==> src/dpct_pkg.sv <==
// Purpose: Shared constants for the dual prescaled counter/timer block.
// Assumes: Register file addresses are 8 bits wide.
// Notes: Offsets are register file addresses.
package dpct_pkg;
    // ----------------------------------------
    // Register addresses
    // ----------------------------------------
    localparam logic [7:0] DPCT_ADDR_MODE = 8'hF1;
    localparam logic [7:0] DPCT_ADDR_T1_COUNT = 8'hF2;
    localparam logic [7:0] DPCT_ADDR_T1_PRE = 8'hF3;
    localparam logic [7:0] DPCT_ADDR_T0_COUNT = 8'hF4;
    localparam logic [7:0] DPCT_ADDR_T0_PRE = 8'hF5;
    // ----------------------------------------
    // Field positions
    // ----------------------------------------
    localparam int DPCT_MODE_T0_LOAD = 0;
    localparam int DPCT_MODE_T0_EN = 1;
    localparam int DPCT_MODE_T1_LOAD = 2;
    localparam int DPCT_MODE_T1_EN = 3;
    localparam int DPCT_MODE_OUT_LO = 6;
    localparam int DPCT_MODE_OUT_HI = 7;
    localparam int DPCT_PRE_CONT = 0;
    localparam int DPCT_PRE_EXTCLK = 1;
    localparam int DPCT_PRE_MOD_LSB = 2;
    // ----------------------------------------
    // Reset values and read answers
    // ----------------------------------------
    localparam logic [7:0] DPCT_MODE_RST = 8'h00;
    localparam logic [7:0] DPCT_PRE_RST = 8'h00;
    localparam logic [7:0] DPCT_COUNT_RST = 8'h00;
    localparam logic [7:0] DPCT_PRE_READ = 8'hFF;
    localparam logic [7:0] DPCT_UNMAPPED_READ = 8'h00;
    // ----------------------------------------
    // Timing
    // ----------------------------------------
    localparam int DPCT_TCLK_DIV = 4;
    // Output selection codes on mode bits 7:6
    typedef enum logic [1:0] {
        DPCT_OUT_OFF = 2'b00,
        DPCT_OUT_T0 = 2'b01,
        DPCT_OUT_T1 = 2'b10,
        DPCT_OUT_CLK = 2'b11
    } dpct_out_sel_t;
endpackage

==> src/dpct_timer.sv <==
// Purpose: Two 8-bit down-counting timers, each behind a 6-bit prescaler.
// Assumes: Processor register file port on clk; pins are asynchronous.
// Notes: Timer clock is clk divided by four as a one-cycle enable.
//
// What this block does
// - Two independent 8-bit down counters, each fed by its own 6-bit prescaler.
// - At end of count a timer halts at zero or reloads, per mode.
// - Timer zero, and timer one unless it selects the pin, run from the internal clock divided by four.
// - Timer one may count the external input pin when selected.
// - Output pin shows timer zero, timer one or clock; toggles at end unless a mode write falls in that cycle.
// - Prescaler registers are write-only and read back as all ones.
// - Prescaler bits 7:2 hold the modulus reloaded into the prescaler.
// - Low prescaler bits choose counting mode and timer one clock source.
// - Prescaler bit 0: zero single pass, one continuous reload.
// - Timer address writes initial value, reads live count; zero means 256.
// - Load bits 0 and 2 copy held values into the down counters.
// - Load bits clear themselves on the next clock.
// - Load while running keeps running and restarts from the new values.
// - Timers count only while enable bits 1 and 3 are set.
// - First decrement four clocks after enable; external clock next period.
// - Load and enable may be set together to load and start.
// - Holding registers accept writes anytime without disturbing counting.
// - Both prescaler and timer at end raise that timer's request.
// - Prescaler reloads at end, rests at zero only with a zero modulus or before a load, carries once.
`timescale 1ns/100ps
module dpct_timer #(
    parameter int CNT_W = 8,
    parameter int PRE_W = 6
) (
    input wire logic clk,
    input wire logic srst,
    input wire logic [7:0] reg_addr,
    input wire logic reg_wr,
    input wire logic reg_rd,
    input wire logic [7:0] reg_wdata,
    output logic [7:0] reg_rdata,
    input wire logic port3_line1,
    output logic port3_line6,
    output logic port3_line6_oe_n,
    output logic timer_zero_irq,
    output logic timer_one_irq
);
    import dpct_pkg::*;

    typedef struct packed {
        logic [7:0] mode;
        logic [1:0][7:0] pre_hold;
        logic [1:0][7:0] cnt_hold;
        logic [1:0][PRE_W-1:0] pre_cnt;
        logic [1:0][CNT_W-1:0] cnt;
        logic [1:0] run;
        logic [1:0] done;
        logic [1:0] irq;
        logic [1:0] div;
        logic tout;
        logic clk_half;
        logic tin_s1;
        logic tin_s2;
        logic tin_s3;
        logic [7:0] rdata;
    } dpct_state_t;

    dpct_state_t st_q;
    dpct_state_t st_d;

    logic tclk_en;
    logic tin_fall;
    logic [1:0] tick;
    logic [1:0] pre_end;
    logic [1:0] cnt_end;
    logic [1:0] load;
    logic [1:0] en;
    logic [1:0] wr_pre;
    logic [1:0] wr_cnt;
    logic [1:0] cont;
    dpct_out_sel_t out_sel;

    // ----------------------------------------
    // Timer clock and pin edge
    // ----------------------------------------
    assign tclk_en = (st_q.div == 2'(DPCT_TCLK_DIV - 1));
    // Third stage only feeds the edge detector, after the synchroniser
    assign tin_fall = st_q.tin_s3 & ~st_q.tin_s2;
    assign load[0] = st_q.mode[DPCT_MODE_T0_LOAD];
    assign load[1] = st_q.mode[DPCT_MODE_T1_LOAD];
    assign en[0] = st_q.mode[DPCT_MODE_T0_EN];
    assign en[1] = st_q.mode[DPCT_MODE_T1_EN];
    assign out_sel = dpct_out_sel_t'(st_q.mode[DPCT_MODE_OUT_HI:DPCT_MODE_OUT_LO]);
    assign wr_pre[0] = reg_wr && (reg_addr == DPCT_ADDR_T0_PRE);
    assign wr_pre[1] = reg_wr && (reg_addr == DPCT_ADDR_T1_PRE);
    assign wr_cnt[0] = reg_wr && (reg_addr == DPCT_ADDR_T0_COUNT);
    assign wr_cnt[1] = reg_wr && (reg_addr == DPCT_ADDR_T1_COUNT);

    // ----------------------------------------
    // Per timer datapath terms
    // ----------------------------------------
    genvar gi;
    generate
        for (gi = 0; gi < 2; gi++) begin : g_tmr
            assign cont[gi] = st_q.pre_hold[gi][DPCT_PRE_CONT];
            if (gi == 1) begin : g_src
                // Timer one picks the pin or the divided clock
                assign tick[gi] = st_q.pre_hold[gi][DPCT_PRE_EXTCLK]
                    ? tin_fall : tclk_en;
            end else begin : g_int
                assign tick[gi] = tclk_en;
            end
            // Prescaler end of count at one: value is zero only with a zero modulus or before a load
            assign pre_end[gi] = (st_q.pre_cnt[gi] == PRE_W'(1));
            assign cnt_end[gi] = (st_q.cnt[gi] == CNT_W'(1));
        end
    endgenerate

    // ----------------------------------------
    // Next state
    // ----------------------------------------
    always_comb begin
        st_d = st_q;
        st_d.div = st_q.div + 2'd1;
        st_d.clk_half = ~st_q.clk_half;
        st_d.tin_s1 = port3_line1;
        st_d.tin_s2 = st_q.tin_s1;
        st_d.tin_s3 = st_q.tin_s2;
        st_d.irq = 2'b00;
        // Load bits clear on the next clock
        st_d.mode[DPCT_MODE_T0_LOAD] = 1'b0;
        st_d.mode[DPCT_MODE_T1_LOAD] = 1'b0;
        for (int i = 0; i < 2; i++) begin
            if (load[i]) begin
                // Retrigger: running state untouched
                st_d.pre_cnt[i] = st_q.pre_hold[i][7:DPCT_PRE_MOD_LSB];
                st_d.cnt[i] = st_q.cnt_hold[i];
                st_d.done[i] = 1'b0;
            end else if (en[i] && !st_q.done[i] && tick[i]) begin
                if (pre_end[i]) begin
                    st_d.pre_cnt[i] = st_q.pre_hold[i][7:DPCT_PRE_MOD_LSB];
                    if (cnt_end[i]) begin
                        st_d.irq[i] = 1'b1;
                        if (cont[i]) begin
                            st_d.cnt[i] = st_q.cnt_hold[i];
                        end else begin
                            st_d.cnt[i] = '0;
                            st_d.done[i] = 1'b1;
                        end
                    end else begin
                        // Zero wraps to 255, giving 256 counts
                        st_d.cnt[i] = st_q.cnt[i] - CNT_W'(1);
                    end
                end else begin
                    st_d.pre_cnt[i] = st_q.pre_cnt[i] - PRE_W'(1);
                end
            end
            // Holding writes never touch the live counters
            if (wr_pre[i]) begin
                st_d.pre_hold[i] = reg_wdata;
            end
            if (wr_cnt[i]) begin
                st_d.cnt_hold[i] = reg_wdata;
            end
        end
        if (reg_wr && (reg_addr == DPCT_ADDR_MODE)) begin
            st_d.mode = reg_wdata;
            // Realign divider so first internal decrement is four clocks out
            // Load with enable restarts the phase like a fresh start
            if ((reg_wdata[DPCT_MODE_T0_EN] &&
                 (!en[0] || reg_wdata[DPCT_MODE_T0_LOAD])) ||
                (reg_wdata[DPCT_MODE_T1_EN] &&
                 (!en[1] || reg_wdata[DPCT_MODE_T1_LOAD]))) begin
                st_d.div = 2'd0;
            end
            if (reg_wdata[DPCT_MODE_T0_LOAD] || reg_wdata[DPCT_MODE_T1_LOAD]) begin
                st_d.tout = 1'b1;
            end
        end else if ((out_sel == DPCT_OUT_T0 && st_q.irq[0]) ||
                     (out_sel == DPCT_OUT_T1 && st_q.irq[1])) begin
            st_d.tout = ~st_q.tout;
        end
        // Read answer, registered for one cycle latency
        st_d.rdata = DPCT_UNMAPPED_READ;
        if (reg_rd) begin
            unique case (reg_addr)
                DPCT_ADDR_MODE: st_d.rdata = st_d.mode;
                DPCT_ADDR_T0_COUNT: st_d.rdata = st_q.cnt[0];
                DPCT_ADDR_T1_COUNT: st_d.rdata = st_q.cnt[1];
                DPCT_ADDR_T0_PRE: st_d.rdata = DPCT_PRE_READ;
                DPCT_ADDR_T1_PRE: st_d.rdata = DPCT_PRE_READ;
                default: st_d.rdata = DPCT_UNMAPPED_READ;
            endcase
        end
    end

    always_ff @(posedge clk) begin
        if (srst) begin
            st_q <= '0;
            st_q.mode <= DPCT_MODE_RST;
            st_q.pre_hold <= {2{DPCT_PRE_RST}};
            st_q.cnt_hold <= {2{DPCT_COUNT_RST}};
            st_q.tout <= 1'b1;
        end else begin
            st_q <= st_d;
        end
    end

    // ----------------------------------------
    // Outputs
    // ----------------------------------------
    assign reg_rdata = st_q.rdata;
    assign timer_zero_irq = st_q.irq[0];
    assign timer_one_irq = st_q.irq[1];
    // Clock output is clk halved; true clk cannot leave through a flop
    assign port3_line6 = (out_sel == DPCT_OUT_CLK) ? st_q.clk_half
        : st_q.tout;
    assign port3_line6_oe_n = (out_sel == DPCT_OUT_OFF);

    // ----------------------------------------
    // Checks
    // ----------------------------------------
    property p_load_clear;
        @(posedge clk) disable iff (srst)
        load[0] |=> !load[0] || $past(reg_wr);
    endproperty
    a_load_clear: assert property (p_load_clear)
        else $error("load bit did not clear");

    property p_load_copy;
        @(posedge clk) disable iff (srst)
        load[0] |=> st_q.cnt[0] == $past(st_q.cnt_hold[0]);
    endproperty
    a_load_copy: assert property (p_load_copy)
        else $error("load did not copy count");

    property p_pre_read;
        @(posedge clk) disable iff (srst)
        reg_rd && reg_addr == DPCT_ADDR_T0_PRE |=> reg_rdata == 8'hFF;
    endproperty
    a_pre_read: assert property (p_pre_read)
        else $error("prescaler read not all ones");

    property p_idle;
        @(posedge clk) disable iff (srst)
        !en[0] && !load[0] |=> st_q.cnt[0] == $past(st_q.cnt[0]);
    endproperty
    a_idle: assert property (p_idle)
        else $error("disabled timer moved");

    property p_pre_nz;
        @(posedge clk) disable iff (srst)
        en[0] && !load[0] && $past(!load[0]) && st_q.pre_hold[0][7:2] != 0
        |-> st_q.pre_cnt[0] != 0;
    endproperty
    a_pre_nz: assert property (p_pre_nz)
        else $error("prescaler rested at zero");

    property p_irq_end;
        @(posedge clk) disable iff (srst)
        timer_zero_irq |-> $past(pre_end[0] && cnt_end[0] && tclk_en);
    endproperty
    a_irq_end: assert property (p_irq_end)
        else $error("request without end of count");

    property p_single;
        @(posedge clk) disable iff (srst)
        timer_zero_irq && !$past(cont[0]) && !$past(load[0])
        |-> st_q.cnt[0] == 0;
    endproperty
    a_single: assert property (p_single)
        else $error("single pass did not stop at zero");

    property p_toggle;
        @(posedge clk) disable iff (srst)
        out_sel == DPCT_OUT_T0 && timer_zero_irq && !reg_wr
        ##1 out_sel == DPCT_OUT_T0 |-> port3_line6 != $past(port3_line6);
    endproperty
    a_toggle: assert property (p_toggle)
        else $error("output did not toggle");

    property p_div;
        @(posedge clk) disable iff (srst)
        tclk_en && !reg_wr |=> !tclk_en [*3];
    endproperty
    a_div: assert property (p_div)
        else $error("timer clock not divide by four");

    property p_load_clear1;
        @(posedge clk) disable iff (srst)
        load[1] |=> !load[1] || $past(reg_wr);
    endproperty
    a_load_clear1: assert property (p_load_clear1)
        else $error("timer one load bit did not clear");

    property p_load_copy1;
        @(posedge clk) disable iff (srst)
        load[1] |=> st_q.cnt[1] == $past(st_q.cnt_hold[1]);
    endproperty
    a_load_copy1: assert property (p_load_copy1)
        else $error("timer one load did not copy count");

    property p_pre_read1;
        @(posedge clk) disable iff (srst)
        reg_rd && reg_addr == DPCT_ADDR_T1_PRE |=> reg_rdata == DPCT_PRE_READ;
    endproperty
    a_pre_read1: assert property (p_pre_read1)
        else $error("timer one prescaler read not all ones");

    property p_idle1;
        @(posedge clk) disable iff (srst)
        !en[1] && !load[1] |=> st_q.cnt[1] == $past(st_q.cnt[1]);
    endproperty
    a_idle1: assert property (p_idle1)
        else $error("disabled timer one moved");

    property p_irq1_end;
        @(posedge clk) disable iff (srst)
        timer_one_irq |-> $past(pre_end[1] && cnt_end[1] && tick[1]);
    endproperty
    a_irq1_end: assert property (p_irq1_end)
        else $error("timer one request without end of count");

    property p_hold_write;
        @(posedge clk) disable iff (srst)
        wr_cnt[0] |=> st_q.cnt_hold[0] == $past(reg_wdata);
    endproperty
    a_hold_write: assert property (p_hold_write)
        else $error("count holding write lost");

    property p_rd_idle;
        @(posedge clk) disable iff (srst)
        !reg_rd |=> reg_rdata == DPCT_UNMAPPED_READ;
    endproperty
    a_rd_idle: assert property (p_rd_idle)
        else $error("read data without read strobe");

    property p_pre_reload;
        @(posedge clk) disable iff (srst)
        en[0] && !load[0] && !st_q.done[0] && tick[0] && pre_end[0]
        |=> st_q.pre_cnt[0] == $past(st_q.pre_hold[0][7:2]);
    endproperty
    a_pre_reload: assert property (p_pre_reload)
        else $error("prescaler did not reload modulus");

    property p_tout_init;
        @(posedge clk) disable iff (srst)
        reg_wr && reg_addr == DPCT_ADDR_MODE && reg_wdata[DPCT_MODE_T0_LOAD]
        |=> st_q.tout;
    endproperty
    a_tout_init: assert property (p_tout_init)
        else $error("load did not set output high");
endmodule

==> config.mk <==
export PLATFORM = sky130hd
export DESIGN_NAME = dpct_timer
export DESIGN_NICKNAME = d
export VERILOG_FILES = /design/src/dpct_pkg.sv /design/src/dpct_timer.sv
export SDC_FILE = /design/constraint.sdc
export NUM_CORES = 1
export LEC_CHECK = 0
export ABC_AREA = 1
export BUFFER_PORTS_ARGS = -buffer_cell sky130_fd_sc_hd__buf_2
export CORE_ASPECT_RATIO = 2
export CORE_MARGIN = 8
export CORE_UTILIZATION = 60
export CTS_CLUSTER_SIZE = 16
export DETAILED_ROUTE_END_ITERATION = 10
export PLACE_DENSITY = 0.77
export SLEW_MARGIN = 40
export SYNTH_ARGS = -nofsm -noshare
export SYNTH_HDL_FRONTEND = slang
export SYNTH_SLANG_ARGS = --single-unit
==> constraint.sdc <==
create_clock -name clk -period 3.5 [get_ports clk]
set_input_delay 0.175 -clock clk [delete_from_list [all_inputs] [get_ports clk]]
set_output_delay 0.175 -clock clk [all_outputs]
set_load 0.01 [all_outputs]
Word-level counts from Yosys, hierarchy flattened
Index checks and enable logic that the tools add are counted.

word-level totals
  bits in registers = 87
  output and inout bits = 12
  input port bits = 21
  logic and storage cells = 116

operators by class
  eq/ne operators = 14
  add/sub/neg operators = 5
  reduce and logical (&&, ||, !) cells = 39
  bitwise operators = 11
  multiplexer cells = 27

operators by type and width
  cell                                                                 number
  8-bit 2-to-1 mux                                                     11
  8-bit == test (second input constant)                                5
  6-bit 2-to-1 mux                                                     6
  8-bit case mux with 4 select lines                                   1
  8-bit by 1-bit == test with 1-bit output (second input constant)     2
  8-bit by 1-bit subtractor with 8-bit output (second input constant)  2
  1-bit logical AND                                                    13
  6-bit by 1-bit == test with 1-bit output (second input constant)     2
  6-bit by 1-bit subtractor with 6-bit output (second input constant)  2
  1-bit NOT                                                            10
  2-bit nonzero test                                                   5
  4-bit AND reduction                                                  2
  2-bit OR reduction                                                   4
  4-bit OR reduction                                                   2
  1-bit 2-to-1 mux                                                     7
  2-bit == test (second input constant)                                3
  2-bit AND reduction                                                  3
  1-bit logical OR                                                     5
  1-bit logical NOT                                                    4
  2-bit 2-to-1 mux                                                     2
  2-bit by 1-bit adder with 2-bit output (second input constant)       1
  2-bit by 1-bit == test with 1-bit output (second input constant)     1
  2-bit logical NOT                                                    1
  2-bit by 1-bit != test with 1-bit output (second input constant)     1
  1-bit AND                                                            1

Depth between registers and ports, before layout
  word-level depth = 6
  depth in mapped cells = 11
  gate-level depth less buffers = 10

Worst setup path before layout
No wires, ideal clock.

  path type = register -> register
  start point = register st_q[13] (netlist bit)
  end point = register st_q[29] (netlist bit)
  stages on the path, launching flop included = 11
  arrival = 1.261 ns
  period minus slack after synthesis = 1.381 ns
  path buffers = 1
  path slack = 2.119 ns
  library setup time = 0.119 ns
  cell sequence = dfxtp_1 ha_1 nor2_1 nor2_1 nand2_1 nand2_1 nand2_4 inv_2 buf_6 o21ai_0 a21oi_1

between the ends
  word-level cells in the longest chain between the ends = 5

ends and longest elaborated chain
  item                           line               source
  start: declaration             dpct_timer.sv:63   dpct_state_t st_q;
  start signal: assignment       dpct_timer.sv:200  st_q <= st_d;
  2-bit == test                  dpct_timer.sv:81   assign tclk_en = (st_q.div == 2'(DPCT_TCLK_DIV - 1));
  1-bit 2-to-1 mux               dpct_timer.sv:104  ? tin_fall : tclk_en;
  1-bit logical AND              dpct_timer.sv:134  end else if (en[i] && !st_q.done[i] && tick[i]) begin
  2-bit nonzero test (no line)   -
  2-bit AND reduction (no line)  -

Every way passes these cells.
A chain may end at the register's enable or synchronous reset.

Worst setup path in the final report
  start point = register st_q[13] (netlist bit)
  end point = register st_q[48] (netlist bit)

between the ends
  word-level cells in the longest chain between the ends = 4

ends and longest elaborated chain
  item                          line
  2-bit == test                 dpct_timer.sv:81
  1-bit 2-to-1 mux              dpct_timer.sv:104
  1-bit logical AND             dpct_timer.sv:134
  2-bit nonzero test (no line)  -

Every way passes these cells.

==> results <==
- The final antenna diode count is 0.
- The TritonCTS buffer count is 9.
- The average routed wire per standard cell is 14.6 um.
- Yosys mapped a number of flops with a built-in enable equal to 0.
- The horizontal die dimension is 76.3 um.
- The flop and latch count out of synthesis is 86.
- Setup repair after global routing left no endpoint under its margin.
- In this run the mean area of a mapped cell was 7.02 um^2.
- The clock network latency to the later pin of the worst-skew pair is 0.34 ns.
- Across the routed clock network, the largest skew measured is 0.00680 ns.
- After clock tree synthesis, the repair step resized 0 gates.
- The max-capacitance violation count is 0.
- The hold buffer count at CTS is 0.
- The part of the total power dissipated in sequential elements is 49.4%.
- The clock passes through at most 2 buffers.
- The total global routing track utilization is 21.6%.
- The summed negative setup slack over all endpoints is 0 ns.
- The number of max-slew violations in the final report was 0.
- The global-route wire length before repair is 18.2 mm.
- The ratio of final minimum period to clock period is 50.0%.
- The most used standard cell by instance count after synthesis is sky130_fd_sc_hd__nand2_1.
- The final count of hold timing violations was 0.
- The number of standard-cell rows in the floorplan is 44.
- The share of synthesized area occupied by flip-flops and latches is 39.4%.
- The number of nets at the end of the flow is 672.
- The remaining max-slew budget at the tightest pin is 69.4%.
- The post-CTS clock slew at the launch and capture registers of the worst setup and hold paths is 0.06 ns.
- The number of nets handed over by synthesis was 652.
- Of the total power, the share spent switching nets is 21.4%.
- In this run the standard cell core region covers 7160 um^2.
- The ratio of routed vias to standard cells is 5.53.
- By area the synthesized netlist is led by sky130_fd_sc_hd__dfxtp_1 (39%), sky130_fd_sc_hd__nand2_1 (10%), sky130_fd_sc_hd__a21oi_1 (7.5%), sky130_fd_sc_hd__nand3_1 (6.8%), sky130_fd_sc_hd__inv_1 (6.5%).
- Counting I/O delays and the setup requirement, the final critical path takes 1.75 ns.
- The flow ran to the end, and the final reports show no timing, DRC or antenna violations.
- Static timing analysis puts the maximum clock frequency at 571 MHz.
- Counting every instance in the synthesized netlist gives 622.
- The tree is rooted in a sky130_fd_sc_hd__clkbuf_16.
- The worst setup path is launched from a register.
- Data arrives at the worst endpoint at 1.99 ns.
- The floorplan die height is 137 um.
- Setup violations remaining at the end of the flow were counted as 0.
- The number of sinks handled by clock tree synthesis is 86.
- After synthesis, the most frequently instantiated cells are sky130_fd_sc_hd__nand2_1 (119), sky130_fd_sc_hd__dfxtp_1 (86), sky130_fd_sc_hd__inv_1 (75).
- The routed layout has 4081 vias.
- The clock tree from TritonCTS is built.
- The total routed wirelength is 10.8 mm.
- The share of flip-flops with an asynchronous set or reset is 0%.
- The remaining global-route overflow is 0.
- The die area is 10400 um^2.
- The clock tree synthesis step divided the H-tree into 3 levels.
- The count of antenna-violating nets left after detailed routing is 0.
- At the pin with the least slew margin, the transition time is 0.457 ns.
- Across the VDD grid, the largest voltage drop is 355 uV.
- The number of antenna violations at the first check in global routing is 0.
- The worst min-delay path category is input pin to register.
- The switching power is 0.000426 W.
- The unique cell type count in the Yosys netlist is 36.
- For this design the static power due to leakage is 2.12 nW.
- The starting density of the core is 61.0%.
- The number of global-route vias before repair is 3916.
- The number of buffers added for setup after CTS is 0.
- The critical path in this run is classified as register to register.
- Cells with a size suffix above 1 make up 13.0% of the layout.
- During placement, the flow inserted port buffers numbering 32.
- The cell taking the most area after synthesis is sky130_fd_sc_hd__dfxtp_1.
- The pin count of the biggest net entering global routing is 37.
- The area growth from synthesis to layout is 9.43%.
- The largest fanout of any net on the critical path is 11.
- Among all flip-flop cells after synthesis, the most frequent one is sky130_fd_sc_hd__dfxtp_1.
- The total iterations of the first detailed-routing run is 7.
- The detailed placement HPWL is 7.64 mm.
- The count of synthesis-stage warnings from yosys is 0.
- Routability-driven placement finished with a final weighted congestion of 0.918.
- The synthesized design devotes to its leading area cell type 39.4% of total area.
- The cell area after synthesis is 4360 um^2.
- In this run the count of I/O pins placed on the die edge is 33.
- For the worst setup path, the data required time is 3.74 ns.
- The worst hold slack is 0.0606 ns.
- Internal power comes to 0.00157 W.
- The DRC violation total after the first TritonRoute iteration is 311.
- In this run the power density over the cells is 418 nW/um^2.
- The detailed-route DRC error count is 0.
- Of the total power, combinational logic draws 3.7%.
- The clock network fraction of design power is 46.9%.
- The sort of element at the end of the critical path is a register.
## metal layers
layer,wire (um),track usage (%),vias up
met5,0,0,-
met4,367,12.6,0
met3,578,4.41,31
met2,5060,35.8,149
met1,4760,25.1,1859
li1,-,-,2042
## critical path: stages (launching register included)
cell	delay [ns]
sky130_fd_sc_hd__dfxtp_1	0.34
sky130_fd_sc_hd__ha_1	0.17
sky130_fd_sc_hd__nor2_1	0.04
sky130_fd_sc_hd__nor2_1	0.09
sky130_fd_sc_hd__nand2_1	0.12
sky130_fd_sc_hd__nand2_1	0.33
sky130_fd_sc_hd__nand2_4	0.14
sky130_fd_sc_hd__inv_2	0.20
sky130_fd_sc_hd__nand2_1	0.08
sky130_fd_sc_hd__o211ai_1	0.08
sky130_fd_sc_hd__nor2_1	0.05
## logic make-up after synthesis
logic type | after synthesis | share of synthesized area, %
multiplexers | 1 | 0.258
buffers and inverters | 108 | 11.0
AO/OA/AOI/OAI | 132 | 15.8
adder cells (fa/ha/maj) | 9 | 2.58
XOR/XNOR | 7 | 1.40
AND/OR/NAND/NOR | 279 | 29.5
flip-flops | 86 | 39.4
## area by class of cell
| type | count | area, um^2 |
|---|---|---|
| inverter | 83 | 312 |
| tap | 92 | 115 |
| clock inverter | 4 | 47.5 |
| multi-input combinational | 428 | 2160 |
| timing repair buffer | 34 | 175 |
| clock buffer | 11 | 243 |
| fill | 641 | 2380 |
| sequential | 86 | 1720 |
## cell usage in the layout (no fill, tap or decap)
cell type	netlist	final
sky130_fd_sc_hd__a22o_1	1	1
sky130_fd_sc_hd__nand2_1	119	119
sky130_fd_sc_hd__clkinvlp_4	0	1
sky130_fd_sc_hd__nand2_2	8	8
sky130_fd_sc_hd__nand3_1	59	59
sky130_fd_sc_hd__a21oi_2	1	1
sky130_fd_sc_hd__buf_4	8	2
sky130_fd_sc_hd__nand3_2	3	3
sky130_fd_sc_hd__dfxtp_1	86	86
sky130_fd_sc_hd__nor2_4	3	3
sky130_fd_sc_hd__nand4_4	1	1
sky130_fd_sc_hd__nand2_4	4	4
sky130_fd_sc_hd__o21ai_0	47	47
sky130_fd_sc_hd__clkinv_2	0	2
sky130_fd_sc_hd__o211ai_1	4	4
sky130_fd_sc_hd__nor4_1	2	2
sky130_fd_sc_hd__buf_2	6	32
sky130_fd_sc_hd__nor3_1	6	6
sky130_fd_sc_hd__a31oi_1	2	2
sky130_fd_sc_hd__xnor2_1	1	1
sky130_fd_sc_hd__a21oi_1	65	65
sky130_fd_sc_hd__nor3_2	1	1
sky130_fd_sc_hd__mux2_2	1	1
sky130_fd_sc_hd__inv_1	75	75
sky130_fd_sc_hd__o21ai_1	8	8
sky130_fd_sc_hd__nor2_1	66	66
sky130_fd_sc_hd__xor2_1	6	6
sky130_fd_sc_hd__inv_2	8	8
sky130_fd_sc_hd__a21boi_0	2	2
sky130_fd_sc_hd__clkbuf_1	5	1
sky130_fd_sc_hd__bufinv_16	0	1
sky130_fd_sc_hd__nor2_2	4	4
sky130_fd_sc_hd__clkbuf_16	0	9
sky130_fd_sc_hd__ha_1	9	9
sky130_fd_sc_hd__clkbuf_8	0	1
sky130_fd_sc_hd__nand4_2	1	1
sky130_fd_sc_hd__a211oi_1	2	2
sky130_fd_sc_hd__nor2_8	1	1
sky130_fd_sc_hd__nand4_1	1	1
## sequential cells by signal (all words and copies together), names as in the netlist
signal,flops
timer_one_irq,1
timer_zero_irq,1
en,2
st_d,2
cont,2
st_q,66
load,2
out_sel,2
reg_rdata,8
## power groups by stage
stage	clock network [W]	logic (W)	registers, W
floorplan	0	0.0000416	0.00101
finish	0.000937	0.0000730	0.000987
detailed placement	0	0.0000727	0.00101
global route	0.000990	0.0000800	0.000986
CTS	0.000956	0.0000727	0.000986
global placement	0	0.0000723	0.00101
## final timing paths
| check | start | to | slack, ns | cells after the start |
|---|---|---|---|---|
| setup / recovery | st_q[13] | st_q[48] | 1.75 | 10 |
| hold / removal | port3_line1 | st_d[9] | 0.06 | 3 |
| setup reg to reg | st_q[13] | st_q[48] | 1.75 | 10 |
| hold reg to reg | st_d[9] | st_d[8] | 0.40 | 2 |
## metrics by stage
step,total power [W],area (um^2),setup slack (ns),util (%),cells
after global routing,0.00206,4780,1.54,66.7,738
after global placement,0.00108,4490,1.84,62.7,723
after CTS,0.00202,4780,1.76,66.7,738
after detailed placement,0.00108,4490,1.77,62.7,723
after floorplan,0.00105,4360,2.12,-,622
final,0.00200,4780,1.75,66.7,738
(Power assumes the default switching activity.)
